File: config.mk
export PLATFORM = sky130hd
export DESIGN_NAME = mne_exec_unit
export DESIGN_NICKNAME = d
export VERILOG_FILES = /design/src/rtl/mne_pkg.sv /design/src/rtl/mne_exec_unit.sv
export VERILOG_INCLUDE_DIRS = /design/src /design/src/rtl
export SDC_FILE = /design/constraint.sdc
export NUM_CORES = 2
export LEC_CHECK = 0
export BUFFER_PORTS_ARGS = -buffer_cell sky130_fd_sc_hd__buf_2
export CORE_MARGIN = 10
export CORE_UTILIZATION = 55
export DETAILED_ROUTE_END_ITERATION = 10
export GPL_ROUTABILITY_DRIVEN = 0
export MAX_ROUTING_LAYER = met4
export PLACE_DENSITY = 0.73
export SYNTH_ARGS = -nofsm -noshare
export SYNTH_HDL_FRONTEND = slang
export SYNTH_SLANG_ARGS = --single-unit
export TNS_END_PERCENT = 5
File: constraint.sdc
create_clock -name clock_i -period 4.8 [get_ports clock_i]
set_clock_uncertainty 0.15 [all_clocks]
set_input_delay 0.96 -clock clock_i [delete_from_list [all_inputs] [get_ports clock_i]]
set_output_delay 0.96 -clock clock_i [all_outputs]
set_load 0.1 [all_outputs]
File: src/rtl/mne_params.svh
`ifndef MNE_PARAMS_SVH
`define MNE_PARAMS_SVH
// Opcode high bytes, field tags and register numbers
`define MNE_OP_MUL     8'hb8
`define MNE_OP_NEG_F   8'hee
`define MNE_OP_NEG_W   8'hea
`define MNE_OP_NEG_ACC 8'hcb
`define MNE_ACC_TAG    3'h1
`define MNE_LIT_TAG    2'h3
`define MNE_W0         4'h0
`define MNE_W14        4'he
// Register byte offsets
`define MNE_REG_CTRL   5'h00
`define MNE_REG_STAT   5'h04
`define MNE_REG_MASK   5'h08
`define MNE_REG_COUNT  5'h0c
`define MNE_REG_LAST   5'h10
// Control bits
`define MNE_CTRL_EN    0
`define MNE_CTRL_IF    1
`define MNE_CTRL_RST   32'h0000_0001
// Event bits
`define MNE_EV_MUL     0
`define MNE_EV_NEG     1
`define MNE_EV_BADDST  2
`define MNE_EV_BADOP   3
`define MNE_EV_W       4
// Status register flag positions
`define MNE_SR_C       0
`define MNE_SR_Z       1
`define MNE_SR_OV      2
`define MNE_SR_N       3
`define MNE_SR_DC      8
`define MNE_SR_SAB     10
`define MNE_SR_OAB     11
`define MNE_SR_SB      12
`define MNE_SR_SA      13
`define MNE_SR_OB      14
`define MNE_SR_OA      15
`endif

File: src/rtl/mne_pkg.sv
package mne_pkg;
  // Instruction classes seen by the unit
  typedef enum logic [2:0] {
    MNE_OP_NONE,
    MNE_OP_MULT_UNSIGNED_BY_SIGNED,
    MNE_OP_MULT_BOTH_UNSIGNED,
    MNE_OP_MUL_LIT,
    MNE_OP_NEG_F,
    MNE_OP_NEG_W,
    MNE_OP_NEG_ACC,
    MNE_OP_BAD
  } mne_op_type;
endpackage
File: src/rtl/mne_exec_unit.sv
`include "mne_params.svh"
`timescale 1ns/1ps
`default_nettype none
module mne_exec_unit (
  // Clock, reset, enable
  input  wire logic        clock_i,
  input  wire logic        arst_n_i,
  input  wire logic        clk_en_i,
  // Avalon-MM slave
  input  wire logic [4:0]  avs_address_i,
  input  wire logic        avs_read_i,
  input  wire logic        avs_write_i,
  input  wire logic [31:0] avs_writedata_i,
  input  wire logic [3:0]  avs_byteenable_i,
  output logic      [31:0] avs_readdata_o,
  output logic             avs_waitrequest_o,
  output logic             irq_o,
  // Instruction from decoder
  input  wire logic        instr_valid_i,
  input  wire logic [23:0] instr_word_i,
  // Operand fetch requests
  output logic      [3:0]  base_idx_o,
  output logic      [3:0]  src_idx_o,
  output logic      [2:0]  src_mode_o,
  output logic      [2:0]  dst_mode_o,
  output logic      [12:0] file_addr_o,
  output mne_pkg::mne_op_type op_o,
  // Operand values
  input  wire logic [15:0] base_val_i,
  input  wire logic [15:0] src_val_i,
  input  wire logic [15:0] file_val_i,
  input  wire logic [39:0] acc_a_i,
  input  wire logic [39:0] acc_b_i,
  input  wire logic [15:0] sr_i,
  // Register file write ports
  output logic      [1:0]  rf_we_o,
  output logic      [1:0]  rf_be0_o,
  output logic      [3:0]  rf_idx0_o,
  output logic      [15:0] rf_dat0_o,
  output logic      [3:0]  rf_idx1_o,
  output logic      [15:0] rf_dat1_o,
  output logic      [2:0]  rf_mode0_o,
  // Data memory write
  output logic             mem_we_o,
  output logic      [1:0]  mem_be_o,
  output logic      [12:0] mem_addr_o,
  output logic      [15:0] mem_dat_o,
  // Accumulator write
  output logic             acc_we_o,
  output logic             acc_sel_o,
  output logic      [39:0] acc_dat_o,
  // Status register update
  output logic             sr_we_o,
  output logic      [15:0] sr_dat_o,
  output logic      [15:0] sr_mask_o,
  output logic             done_o
);
  import mne_pkg::*;

  // Field split of the instruction word
  wire [7:0]  opc    = instr_word_i[23:16];
  wire        bit15  = instr_word_i[15];
  wire [3:0]  f_w    = instr_word_i[14:11];
  wire [3:0]  f_d    = instr_word_i[10:7];
  wire [2:0]  f_p    = instr_word_i[6:4];
  wire [3:0]  f_s    = instr_word_i[3:0];
  wire [4:0]  f_k    = instr_word_i[4:0];
  wire [2:0]  f_q    = instr_word_i[13:11];
  wire        f_byte = instr_word_i[14];
  wire        f_dbit = instr_word_i[13];
  wire [12:0] f_f    = instr_word_i[12:0];
  wire        is_lit = (instr_word_i[6:5] == `MNE_LIT_TAG);

  // Control registers
  logic [31:0] ctrl_r;
  logic [`MNE_EV_W-1:0] stat_r;
  logic [`MNE_EV_W-1:0] mask_r;
  logic [31:0] count_r;
  logic [31:0] last_r;
  wire run = ctrl_r[`MNE_CTRL_EN];

  // Instruction classification
  wire op_acc_ok = (instr_word_i[14:12] == `MNE_ACC_TAG);
  mne_op_type op;
  assign op = !(instr_valid_i && run) ? MNE_OP_NONE :
              (opc == `MNE_OP_MUL && bit15) ? MNE_OP_MULT_UNSIGNED_BY_SIGNED :
              (opc == `MNE_OP_MUL && is_lit) ? MNE_OP_MUL_LIT :
              (opc == `MNE_OP_MUL) ? MNE_OP_MULT_BOTH_UNSIGNED :
              (opc == `MNE_OP_NEG_F && !bit15) ? MNE_OP_NEG_F :
              (opc == `MNE_OP_NEG_W && !bit15) ? MNE_OP_NEG_W :
              (opc == `MNE_OP_NEG_ACC && op_acc_ok) ? MNE_OP_NEG_ACC :
              MNE_OP_BAD;
  wire is_mul = (op == MNE_OP_MULT_UNSIGNED_BY_SIGNED) || (op == MNE_OP_MULT_BOTH_UNSIGNED) || (op == MNE_OP_MUL_LIT);
  wire is_neg8 = (op == MNE_OP_NEG_F) || (op == MNE_OP_NEG_W);

  // Operand fetch steering
  assign base_idx_o  = f_w;
  assign src_idx_o   = f_s;
  assign src_mode_o  = is_mul ? f_p : (op == MNE_OP_NEG_W) ? f_p : 3'h0;
  assign dst_mode_o  = (op == MNE_OP_NEG_W) ? f_q : 3'h0;
  assign file_addr_o = f_f;
  assign op_o        = op;

  // Odd or W14 destination pair is flagged
  wire bad_dst = is_mul && (f_d[0] || f_d == `MNE_W14);

  // Multiply products
  wire [32:0] prod_us = $signed({1'b0, base_val_i}) * $signed({src_val_i[15], src_val_i});
  wire [31:0] prod_uu = base_val_i * src_val_i;
  wire [31:0] prod_lt = base_val_i * {11'h000, f_k};
  wire [31:0] prod = (op == MNE_OP_MULT_UNSIGNED_BY_SIGNED) ? prod_us[31:0] :
                     (op == MNE_OP_MUL_LIT) ? prod_lt : prod_uu;

  // Negate operand and byte lane
  wire        lane_hi = (op == MNE_OP_NEG_F) && f_f[0];
  wire [15:0] nsrc = (op == MNE_OP_NEG_F) ? file_val_i : src_val_i;
  wire [7:0]  nbyte = lane_hi ? nsrc[15:8] : nsrc[7:0];
  wire [15:0] nop16 = f_byte ? {8'h00, nbyte} : nsrc;
  wire [15:0] nres = ~nop16 + 16'h0001;
  wire [15:0] nres_w = f_byte ? {nres[7:0], nres[7:0]} : nres;

  // Arithmetic flags of negate
  wire fl_c  = f_byte ? (nbyte == 8'h00) : (nsrc == 16'h0000);
  wire fl_z  = f_byte ? (nres[7:0] == 8'h00) : (nres == 16'h0000);
  wire fl_n  = f_byte ? nres[7] : nres[15];
  wire fl_ov = f_byte ? (nbyte == 8'h80) : (nsrc == 16'h8000);
  wire fl_dc = f_byte ? (nbyte[3:0] == 4'h0) : (nsrc[7:0] == 8'h00);
  wire [15:0] ar_mask = (16'h0001 << `MNE_SR_C) | (16'h0001 << `MNE_SR_Z) |
                        (16'h0001 << `MNE_SR_OV) | (16'h0001 << `MNE_SR_N) |
                        (16'h0001 << `MNE_SR_DC);
  wire [15:0] ar_flags;
  assign ar_flags = ({15'h0000, fl_c} << `MNE_SR_C) | ({15'h0000, fl_z} << `MNE_SR_Z) |
                    ({15'h0000, fl_ov} << `MNE_SR_OV) | ({15'h0000, fl_n} << `MNE_SR_N) |
                    ({15'h0000, fl_dc} << `MNE_SR_DC);

  // Accumulator negate over 40 bits
  wire        asel = bit15;
  wire [39:0] aop = asel ? acc_b_i : acc_a_i;
  wire [39:0] ares = ~aop + 40'h00_0000_0001;
  wire        a_ov = !((&ares[39:31]) || !(|ares[39:31]));
  wire        a_sat = (aop == 40'h80_0000_0000);
  wire oa = asel ? sr_i[`MNE_SR_OA] : a_ov;
  wire ob = asel ? a_ov : sr_i[`MNE_SR_OB];
  wire sa = asel ? sr_i[`MNE_SR_SA] : (sr_i[`MNE_SR_SA] | a_sat);
  wire sb = asel ? (sr_i[`MNE_SR_SB] | a_sat) : sr_i[`MNE_SR_SB];
  wire [15:0] acc_flags;
  assign acc_flags = ({15'h0000, oa} << `MNE_SR_OA) | ({15'h0000, ob} << `MNE_SR_OB) |
                     ({15'h0000, oa | ob} << `MNE_SR_OAB) | ({15'h0000, sa} << `MNE_SR_SA) |
                     ({15'h0000, sb} << `MNE_SR_SB) | ({15'h0000, sa | sb} << `MNE_SR_SAB);
  wire [15:0] acc_mask = (16'h0001 << `MNE_SR_OA) | (16'h0001 << `MNE_SR_OB) |
                         (16'h0001 << `MNE_SR_OAB) | (16'h0001 << `MNE_SR_SA) |
                         (16'h0001 << `MNE_SR_SB) | (16'h0001 << `MNE_SR_SAB);

  // Next values of the write ports
  wire        neg_to_w  = (op == MNE_OP_NEG_W) || (op == MNE_OP_NEG_F && !f_dbit);
  wire [1:0]  be_nxt = !f_byte ? 2'h3 : (lane_hi && !neg_to_w) ? 2'h2 : 2'h1;
  wire [1:0]  rf_we_nxt = is_mul ? 2'h3 : neg_to_w ? 2'h1 : 2'h0;
  wire [3:0]  rf_idx0_nxt = is_mul ? f_d : (op == MNE_OP_NEG_W) ? f_d : `MNE_W0;
  wire [15:0] rf_dat0_nxt = is_mul ? prod[15:0] : nres_w;
  wire [3:0]  rf_idx1_nxt = f_d | 4'h1;
  wire        mem_we_nxt = (op == MNE_OP_NEG_F) && f_dbit;
  wire        sr_we_nxt = is_neg8 || (op == MNE_OP_NEG_ACC);
  wire [15:0] sr_mask_nxt = (op == MNE_OP_NEG_ACC) ? acc_mask : is_neg8 ? ar_mask : 16'h0000;
  wire [15:0] sr_dat_nxt = (op == MNE_OP_NEG_ACC) ? acc_flags : ar_flags;
  wire        exec = (op != MNE_OP_NONE) && (op != MNE_OP_BAD);

  // Result stage, one cycle per instruction
  always_ff @(posedge clock_i or negedge arst_n_i) begin
    if (!arst_n_i) begin
      rf_we_o    <= 2'h0;
      rf_be0_o   <= 2'h0;
      rf_idx0_o  <= 4'h0;
      rf_dat0_o  <= 16'h0000;
      rf_idx1_o  <= 4'h0;
      rf_dat1_o  <= 16'h0000;
      rf_mode0_o <= 3'h0;
      mem_we_o   <= 1'b0;
      mem_be_o   <= 2'h0;
      mem_addr_o <= 13'h0000;
      mem_dat_o  <= 16'h0000;
      acc_we_o   <= 1'b0;
      acc_sel_o  <= 1'b0;
      acc_dat_o  <= 40'h00_0000_0000;
      sr_we_o    <= 1'b0;
      sr_dat_o   <= 16'h0000;
      sr_mask_o  <= 16'h0000;
      done_o     <= 1'b0;
    end else if (clk_en_i) begin
      rf_we_o    <= rf_we_nxt;
      rf_be0_o   <= is_mul ? 2'h3 : be_nxt;
      rf_idx0_o  <= rf_idx0_nxt;
      rf_dat0_o  <= rf_dat0_nxt;
      rf_idx1_o  <= rf_idx1_nxt;
      rf_dat1_o  <= prod[31:16];
      rf_mode0_o <= dst_mode_o;
      mem_we_o   <= mem_we_nxt;
      mem_be_o   <= be_nxt;
      mem_addr_o <= f_f;
      mem_dat_o  <= nres_w;
      acc_we_o   <= (op == MNE_OP_NEG_ACC);
      acc_sel_o  <= asel;
      acc_dat_o  <= ares;
      sr_we_o    <= sr_we_nxt;
      sr_dat_o   <= sr_dat_nxt;
      sr_mask_o  <= sr_mask_nxt;
      done_o     <= exec;
    end
  end

  // Events for the sticky status register
  wire [`MNE_EV_W-1:0] ev;
  assign ev = {(op == MNE_OP_BAD), bad_dst, (is_neg8 || op == MNE_OP_NEG_ACC), is_mul};

  // Bus decode
  wire req  = avs_read_i || avs_write_i;
  logic ack_r;
  wire ack_nxt = req && !ack_r;
  wire wr_go = avs_write_i && ack_r;
  wire sel_ctrl  = (avs_address_i == `MNE_REG_CTRL);
  wire sel_stat  = (avs_address_i == `MNE_REG_STAT);
  wire sel_mask  = (avs_address_i == `MNE_REG_MASK);
  wire sel_count = (avs_address_i == `MNE_REG_COUNT);
  wire sel_last  = (avs_address_i == `MNE_REG_LAST);
  wire [31:0] be_mask = {{8{avs_byteenable_i[3]}}, {8{avs_byteenable_i[2]}},
                         {8{avs_byteenable_i[1]}}, {8{avs_byteenable_i[0]}}};
  wire [31:0] wmask = avs_writedata_i & be_mask;
  wire [31:0] ctrl_nxt = (ctrl_r & ~be_mask) | wmask;
  wire [`MNE_EV_W-1:0] w1c = (wr_go && sel_stat) ? wmask[`MNE_EV_W-1:0] : {`MNE_EV_W{1'b0}};
  wire [`MNE_EV_W-1:0] stat_nxt = (stat_r & ~w1c) | ev;
  wire [31:0] rd_mux = sel_ctrl  ? ctrl_r :
                       sel_stat  ? {{(32-`MNE_EV_W){1'b0}}, stat_r} :
                       sel_mask  ? {{(32-`MNE_EV_W){1'b0}}, mask_r} :
                       sel_count ? count_r :
                       sel_last  ? last_r : 32'h0000_0000;

  assign avs_waitrequest_o = req && !ack_r;
  assign irq_o = |(stat_r & mask_r);

  // Bus handshake and read data
  always_ff @(posedge clock_i or negedge arst_n_i) begin
    if (!arst_n_i) begin
      ack_r          <= 1'b0;
      avs_readdata_o <= 32'h0000_0000;
    end else if (clk_en_i) begin
      ack_r <= ack_nxt;
      if (ack_nxt) begin
        avs_readdata_o <= rd_mux;
      end
    end
  end

  // Software registers, status set wins over clear, count clear wins over increment
  always_ff @(posedge clock_i or negedge arst_n_i) begin
    if (!arst_n_i) begin
      ctrl_r  <= `MNE_CTRL_RST;
      stat_r  <= {`MNE_EV_W{1'b0}};
      mask_r  <= {`MNE_EV_W{1'b0}};
      count_r <= 32'h0000_0000;
      last_r  <= 32'h0000_0000;
    end else if (clk_en_i) begin
      stat_r <= stat_nxt;
      if (wr_go && sel_ctrl) begin
        ctrl_r <= ctrl_nxt;
      end
      if (wr_go && sel_mask) begin
        mask_r <= wmask[`MNE_EV_W-1:0];
      end
      if (wr_go && sel_count) begin
        count_r <= 32'h0000_0000;
      end else if (exec) begin
        count_r <= count_r + 32'h0000_0001;
      end
      if (is_mul) begin
        last_r <= prod;
      end
    end
  end
endmodule
`default_nettype wire

# Word level (Yosys, flattened, before mapping)
# Index checks and enable logic that the tools add are counted.
[word_totals] word_cells=170 latchBits=0 ram_bits=0 reg_bits=292 n_memories=0 romBits=0 in_bits=215
[op_classes] n_mux=45 bitwise_logic=23 n_mul=3 shift=0 n_eq_ne=22 n_reduce_logical=49 n_addsub=3 order_cmp=0 n_div=0
[ops] op="$mux 32" count=9
[ops] op="$mux 16" count=6
[ops] op="$and 32x32->32" count=2
[ops] op="$add 40x1->40 const B" count=1
[ops] op="$eq 40x40->1 const B" count=1
[ops] op="$eq 8x8->1 const B" count=5
[ops] op="$mux 40" count=1
[ops] op="$not 40->40" count=1
[ops] op="$add 32x1->32 const B" count=1
[ops] op="$logic_not 16->1" count=2
[ops] op="$mul 16x16->32" count=1
[ops] op="$mul 17x16->32" count=1
[ops] op="$not 32->32" count=1
[ops] op="$or 32x32->32" count=1
[ops] op="$logic_not 8->1" count=3
[ops] op="$mul 16x5->21" count=1
[ops] op="$mux 3" count=7
[ops] op="$logic_and 1x1->1" count=18
[ops] op="$add 16x1->16 const B" count=1
[ops] op="$eq 16x16->1 const B" count=1
[ops] op="$not 16->16" count=1
[ops] op="$or 16x11->16" count=1
[ops] op="$or 16x12->16" count=1
[ops] op="$or 16x13->16" count=1
[ops] op="34 further kinds" count=77

# Depth between registers and ports, before layout
[logic_depth] ltp_word=22 ltp_mapped=26

# Least setup slack after synthesis
# OpenSTA, ideal clock, no wires.
[synth_path] kind="input -> register" start="input port src_val_i[1]" end="register rf_dat1_o[14]" cell_stages=25 t_arrival_ps=7122 path_buffers=3 setup_slack_ps=-2609 setup_ps=137 path_cell_list="clkbuf_1 -> clkbuf_1 -> nand2_1 -> fa_1 -> fa_1 -> inv_1 -> fa_1 -> inv_1 -> fa_1 -> inv_1 -> fa_1 -> inv_1 -> fa_1 -> inv_1 -> ha_1 -> clkbuf_1 -> a21o_1 -> a21o_1 -> a22oi_1 -> o21ai_0 -> a2111oi_0 -> o41ai_1 -> mux2i_1 -> nor4_1 -> a21oi_1"
[synth_between] elab_chain_cells=3 word_cells_on_any_way=4 cone_classes="2 x mul; 2 x mux"
[synth_lines] element="start, declared" line_no="mne_exec_unit.sv:30" rtl="input wire logic [15:0] src_val_i,"
[synth_lines] element="$mul 16x16->32" line_no="mne_exec_unit.sv:109" rtl="wire [31:0] prod_uu = base_val_i * src_val_i;"
[synth_lines] element="$mux 32" line_no="mne_exec_unit.sv:112" rtl="(op == MNE_OP_MUL_LIT) ? prod_lt : prod_uu;"
[synth_lines] element="$mux 32 *" line_no="mne_exec_unit.sv:111" rtl="wire [31:0] prod = (op == MNE_OP_MULT_UNSIGNED_BY_SIGNED) ? prod_us[31:0] :"
[synth_lines] element="end signal, assigned" line_no="mne_exec_unit.sv:194" rtl="rf_dat1_o <= prod[31:16];"
[synth_lines] element="end, declared" line_no="mne_exec_unit.sv:41" rtl="output logic [15:0] rf_dat1_o,"
# Mark *: on every way between the ends. The rest lies on a longest branch, timed or not.
# A chain may end at the register's enable or synchronous reset.

# Final worst setup path
[layout_path] start="input port base_val_i[9]" end="register last_r[31]"
[layout_between] elab_chain_cells=3 word_cells_on_any_way=4 cone_classes="2 x mul; 2 x mux"
[layout_lines] element="start, declared" line_no="mne_exec_unit.sv:29" rtl="input wire logic [15:0] base_val_i,"
[layout_lines] element="$mul 16x16->32" line_no="mne_exec_unit.sv:109"
[layout_lines] element="$mux 32" line_no="mne_exec_unit.sv:112"
[layout_lines] element="$mux 32 *" line_no="mne_exec_unit.sv:111"
[layout_lines] element="end signal, assigned" line_no="mne_exec_unit.sv:274" rtl="last_r <= prod;"
[layout_lines] element="end, declared" line_no="mne_exec_unit.sv:79" rtl="logic [31:0] last_r;"
# Marked as above.

==> impl_metrics.xml <==
<?xml version="1.0" encoding="UTF-8"?>
<metrics>
  <group name="global_route">
    <metric name="globalRoute.totalOverflow" unit="">0</metric>
    <metric name="grt_max_degree" unit="">137</metric>
    <metric name="first_global_vias" unit="">27900</metric>
    <metric name="grt_util_all_layers" unit="">0.320</metric>
    <metric name="grt_antenna_before_repair" unit="">10</metric>
    <metric name="first_pass_grt_wire_length" unit="mm">161</metric>
  </group>
  <group name="route">
    <metric name="wl_met1" unit="mm">43.2</metric>
    <metric name="post_drt_via_cell_ratio" unit="">5.76</metric>
    <metric name="dr_wl_met2" unit="mm">47.8</metric>
    <metric name="routed_wirelength" unit="mm">104</metric>
    <metric name="drt-pass1-iter-count" unit="">6</metric>
    <metric name="highest_layer" unit="">met4</metric>
    <metric name="dr.first_iter.drc_count" unit="">2794</metric>
    <metric name="met3RoutedLength" unit="mm">9.44</metric>
    <metric name="via_count" unit="">28000</metric>
    <metric name="detail_route.drc_violations" unit="">0</metric>
    <metric name="antenna_violating_nets_post_route" unit="">0</metric>
    <metric name="post_drt_wl_per_cell" unit="um">21.5</metric>
  </group>
  <group name="worst_setup_path">
    <metric name="worst-path-max-fanout" unit="">5</metric>
    <metric name="cp-end-kind" unit="">flop</metric>
    <metric name="worstPathRequired" unit="ns">5.11</metric>
    <metric name="cp_arrival" unit="ns">6.68</metric>
    <metric name="timing_worst_setup_path_type" unit="">input pin to flop</metric>
    <metric name="setup.worst_path.start_class" unit="">input pin</metric>
  </group>
  <group name="logic_synthesis">
    <metric name="synth_top_flop_cell" unit="">sky130_fd_sc_hd__dfrtp_1</metric>
    <metric name="adder_and_majority_cell_fraction_of_the_synthesized_area" unit="">0.304</metric>
    <metric name="synth.mux.area_fraction" unit="">0.0501</metric>
    <metric name="synth_largest_area_cell" unit="">sky130_fd_sc_hd__dfrtp_1</metric>
    <metric name="gate_count_post_synth" unit="">3419</metric>
    <metric name="netlist-cell-type-count" unit="">85</metric>
    <metric name="synth_async_reset_ratio" unit="">1.00</metric>
    <metric name="post_synth_and_or_nand_nor_area_fraction" unit="">0.168</metric>
    <metric name="ys_seq_elements" unit="">269</metric>
    <metric name="synth_top_cells_by_area" unit="">sky130_fd_sc_hd__dfrtp_1 22%, sky130_fd_sc_hd__fa_1 22%, sky130_fd_sc_hd__ha_1 8.6%</metric>
    <metric name="yosysSeqAreaShare" unit="">0.221</metric>
    <metric name="yosys_warnings" unit="">0</metric>
    <metric name="syn-mean-instance-area" unit="um^2">8.91</metric>
    <metric name="synth_area" unit="mm^2">0.0305</metric>
    <metric name="synth_edf_count" unit="">0</metric>
    <metric name="synth_xor_xnor_area_share" unit="">0.0431</metric>
    <metric name="dominant_combinational_cell_family_by_area_after_synthesis" unit="">adder cells</metric>
    <metric name="post_synthesis_compound_gate_area_fraction" unit="">0.122</metric>
    <metric name="synth_top_cell_area_share" unit="">0.220</metric>
  </group>
  <group name="placement">
    <metric name="dp_cells" unit="">4779</metric>
    <metric name="dpl.hpwl" unit="mm">86.3</metric>
    <metric name="port_buffers" unit="">411</metric>
  </group>
  <group name="cts">
    <metric name="htree_num_levels" unit="">1</metric>
    <metric name="clock_latency" unit="ns">0.56</metric>
    <metric name="cts_hold_buf" unit="">0</metric>
    <metric name="tritoncts" unit="">done</metric>
    <metric name="clock_path_buffers" unit="">3</metric>
    <metric name="tritoncts_num_sinks" unit="">269</metric>
    <metric name="clkSlewWorstSetupHoldPaths" unit="ns">0.06</metric>
    <metric name="clk_root_buffer_cell" unit="">sky130_fd_sc_hd__clkbuf_16</metric>
    <metric name="number_of_buffers_inserted_during_clock_tree_synthesis" unit="">29</metric>
  </group>
  <group name="die">
    <metric name="core-area" unit="mm^2">0.0550</metric>
    <metric name="floorplan.initialDensity" unit="">0.554</metric>
    <metric name="boundary_pin_count" unit="">434</metric>
    <metric name="die_height" unit="um">255</metric>
    <metric name="core.rowCount" unit="">86</metric>
    <metric name="die-width" unit="um">255</metric>
    <metric name="dieArea" unit="mm^2">0.0652</metric>
  </group>
  <group name="timing">
    <metric name="finalSetupViolCount" unit="">52</metric>
    <metric name="hold_viol" unit="">0</metric>
    <metric name="final_number_of_max_transition_violations" unit="">0</metric>
    <metric name="max-slew-margin-rel" unit="">0.301</metric>
    <metric name="maximum_clock_rate" unit="MHz">157</metric>
    <metric name="final.hold.worst_slack" unit="ns">0.262</metric>
    <metric name="period_needed" unit="ns">6.38</metric>
    <metric name="post-route-period-util" unit="">1.33</metric>
    <metric name="unrepaired_setup_endpoints_after_global_routing" unit="">yes</metric>
    <metric name="final.setup.worst_slack" unit="ns">-1.58</metric>
    <metric name="worst_slew_pin_slew" unit="ns">1.05</metric>
  </group>
  <group name="run_status">
    <metric name="violations" unit="">negative setup slack</metric>
    <metric name="outcome" unit="">finished with violations</metric>
  </group>
  <group name="run">
    <metric name="max_cap_violations" unit="">0</metric>
  </group>
  <group name="final_layout">
    <metric name="synthToLayoutAreaGrowth" unit="%">23.4</metric>
    <metric name="fillCellCount" unit="">4393</metric>
    <metric name="final_common_cell" unit="">sky130_fd_sc_hd__inv_1</metric>
    <metric name="mostFrequentLayoutCells" unit="">472 x sky130_fd_sc_hd__inv_1, 409 x sky130_fd_sc_hd__buf_4, 380 x sky130_fd_sc_hd__buf_2</metric>
    <metric name="num-nets-final" unit="">4831</metric>
    <metric name="post_route_cells_drive_above_1_share" unit="">0.271</metric>
    <metric name="final_cell_count_no_fill" unit="">4855</metric>
  </group>
  <group name="min_path">
    <metric name="min_path_type" unit="">input pin to async pin</metric>
  </group>
</metrics>
-- repair_timing --
| item | in CTS | in global routing |
|---|---|---|
| gates cloned | 0 | 0 |
| endpoints found under the setup margin | 52 | 52 |
| buffers inserted | 11 | 2 |
| resized for setup | 143 | 56 |
| pin swaps | 73 | 49 |
-- metal layers --
layer / vias up / GRT usage
met3: 228 / 0.0514
met1: 13800 / 0.425
met2: 1397 / 0.495
met4: 0 / 0.103
met5: - / -
li1: 12500 / -
-- worst paths after layout --
check / startpoint / endpoint / slack [ns] / depth (start not counted)
min in group clock_i: avs_readdata_o[14] / avs_readdata_o[14] / 0.33 / 2
hold / removal: arst_n_i / acc_dat_o[2] / 0.26 / 1
max in group asynchronous: arst_n_i / last_r[28] / 3.12 / 2
setup / recovery: base_val_i[9] / last_r[31] / -1.58 / 24
setup reg to reg: flop / rf_dat0_o[10] / 0.64 / 15
hold reg to reg: avs_readdata_o[14] / avs_readdata_o[14] / 0.33 / 2
-- cell type report --
cell class / instances / area, um^2 / area share
clock buffer: 45 / 876 / 0.0233
sequential: 269 / 6730 / 0.179
clock inverter: 9 / 83.8 / 0.00223
timing repair buffer: 820 / 5390 / 0.144
inverter: 489 / 1840 / 0.0489
tap: 748 / 936 / 0.0249
antenna: 9 / 22.5 / 0.000599
multi-input combinational: 2466 / 21700 / 0.577
-- cells in the mapped netlist (26+ instances only) --
master / number
sky130_fd_sc_hd__inv_1: 488
sky130_fd_sc_hd__nor3_1: 60
sky130_fd_sc_hd__dfrtp_1: 268
sky130_fd_sc_hd__fa_1: 331
sky130_fd_sc_hd__and2_1: 180
sky130_fd_sc_hd__nand3_1: 40
sky130_fd_sc_hd__mux2i_1: 61
sky130_fd_sc_hd__nand2b_1: 29
sky130_fd_sc_hd__nand2_1: 388
sky130_fd_sc_hd__mux2_2: 80
sky130_fd_sc_hd__nor2_1: 205
sky130_fd_sc_hd__a222oi_1: 28
sky130_fd_sc_hd__clkbuf_1: 136
sky130_fd_sc_hd__a21oi_1: 142
sky130_fd_sc_hd__buf_4: 48
sky130_fd_sc_hd__ha_1: 210
sky130_fd_sc_hd__a211oi_1: 26
sky130_fd_sc_hd__a21o_1: 32
sky130_fd_sc_hd__xnor2_1: 90
sky130_fd_sc_hd__xor2_1: 60
sky130_fd_sc_hd__o21ai_0: 152
-- metrics by stage --
| stage | area, um^2 | setup TNS, ns | setup WS (ns) | utilization |
|---|---|---|---|---|
| finish | 37600 | -63.10 | -1.58 | 0.683 |
| global route | 37600 | -71.82 | -1.76 | 0.683 |
| CTS | 37300 | -62.31 | -1.59 | 0.679 |
| detailed placement | 35700 | -104.32 | -2.51 | 0.649 |
| global placement | 35700 | -100.86 | -2.44 | 0.649 |
| floorplan | 30700 | -78.42 | -2.03 | - |
-- logic make-up (layout without fill, tap and decap cells) --
kind of cell	after synthesis	count (layout)
buffers and inverters	693	1363
XOR/XNOR	150	150
adder cells (fa/ha/maj)	541	541
flip-flops	269	269
AO/OA/AOI/OAI	569	569
AND/OR/NAND/NOR	1054	1054
other	1	19
multiplexers	142	142
-- critical path: stages --
cell,delay [ns]
sky130_fd_sc_hd__buf_12,0.08
sky130_fd_sc_hd__buf_4,0.12
sky130_fd_sc_hd__nand2_1,0.07
sky130_fd_sc_hd__fa_1,0.55
sky130_fd_sc_hd__inv_1,0.06
sky130_fd_sc_hd__fa_1,0.58
sky130_fd_sc_hd__inv_2,0.08
sky130_fd_sc_hd__fa_1,0.57
sky130_fd_sc_hd__fa_1,0.43
sky130_fd_sc_hd__fa_1,0.47
sky130_fd_sc_hd__fa_1,0.52
sky130_fd_sc_hd__inv_1,0.08
sky130_fd_sc_hd__ha_4,0.27
sky130_fd_sc_hd__buf_4,0.15
sky130_fd_sc_hd__nand3_1,0.08
sky130_fd_sc_hd__nor2_2,0.05
sky130_fd_sc_hd__a211oi_2,0.21
sky130_fd_sc_hd__nand3b_1,0.12
sky130_fd_sc_hd__o211ai_1,0.33
sky130_fd_sc_hd__a311oi_1,0.15
sky130_fd_sc_hd__o22ai_1,0.19
sky130_fd_sc_hd__mux2i_1,0.33
sky130_fd_sc_hd__buf_4,0.17
sky130_fd_sc_hd__a21oi_2,0.04
Power is not shown: default switching activity piles up to over one toggle a cycle in this logic, so the estimate is an artifact.
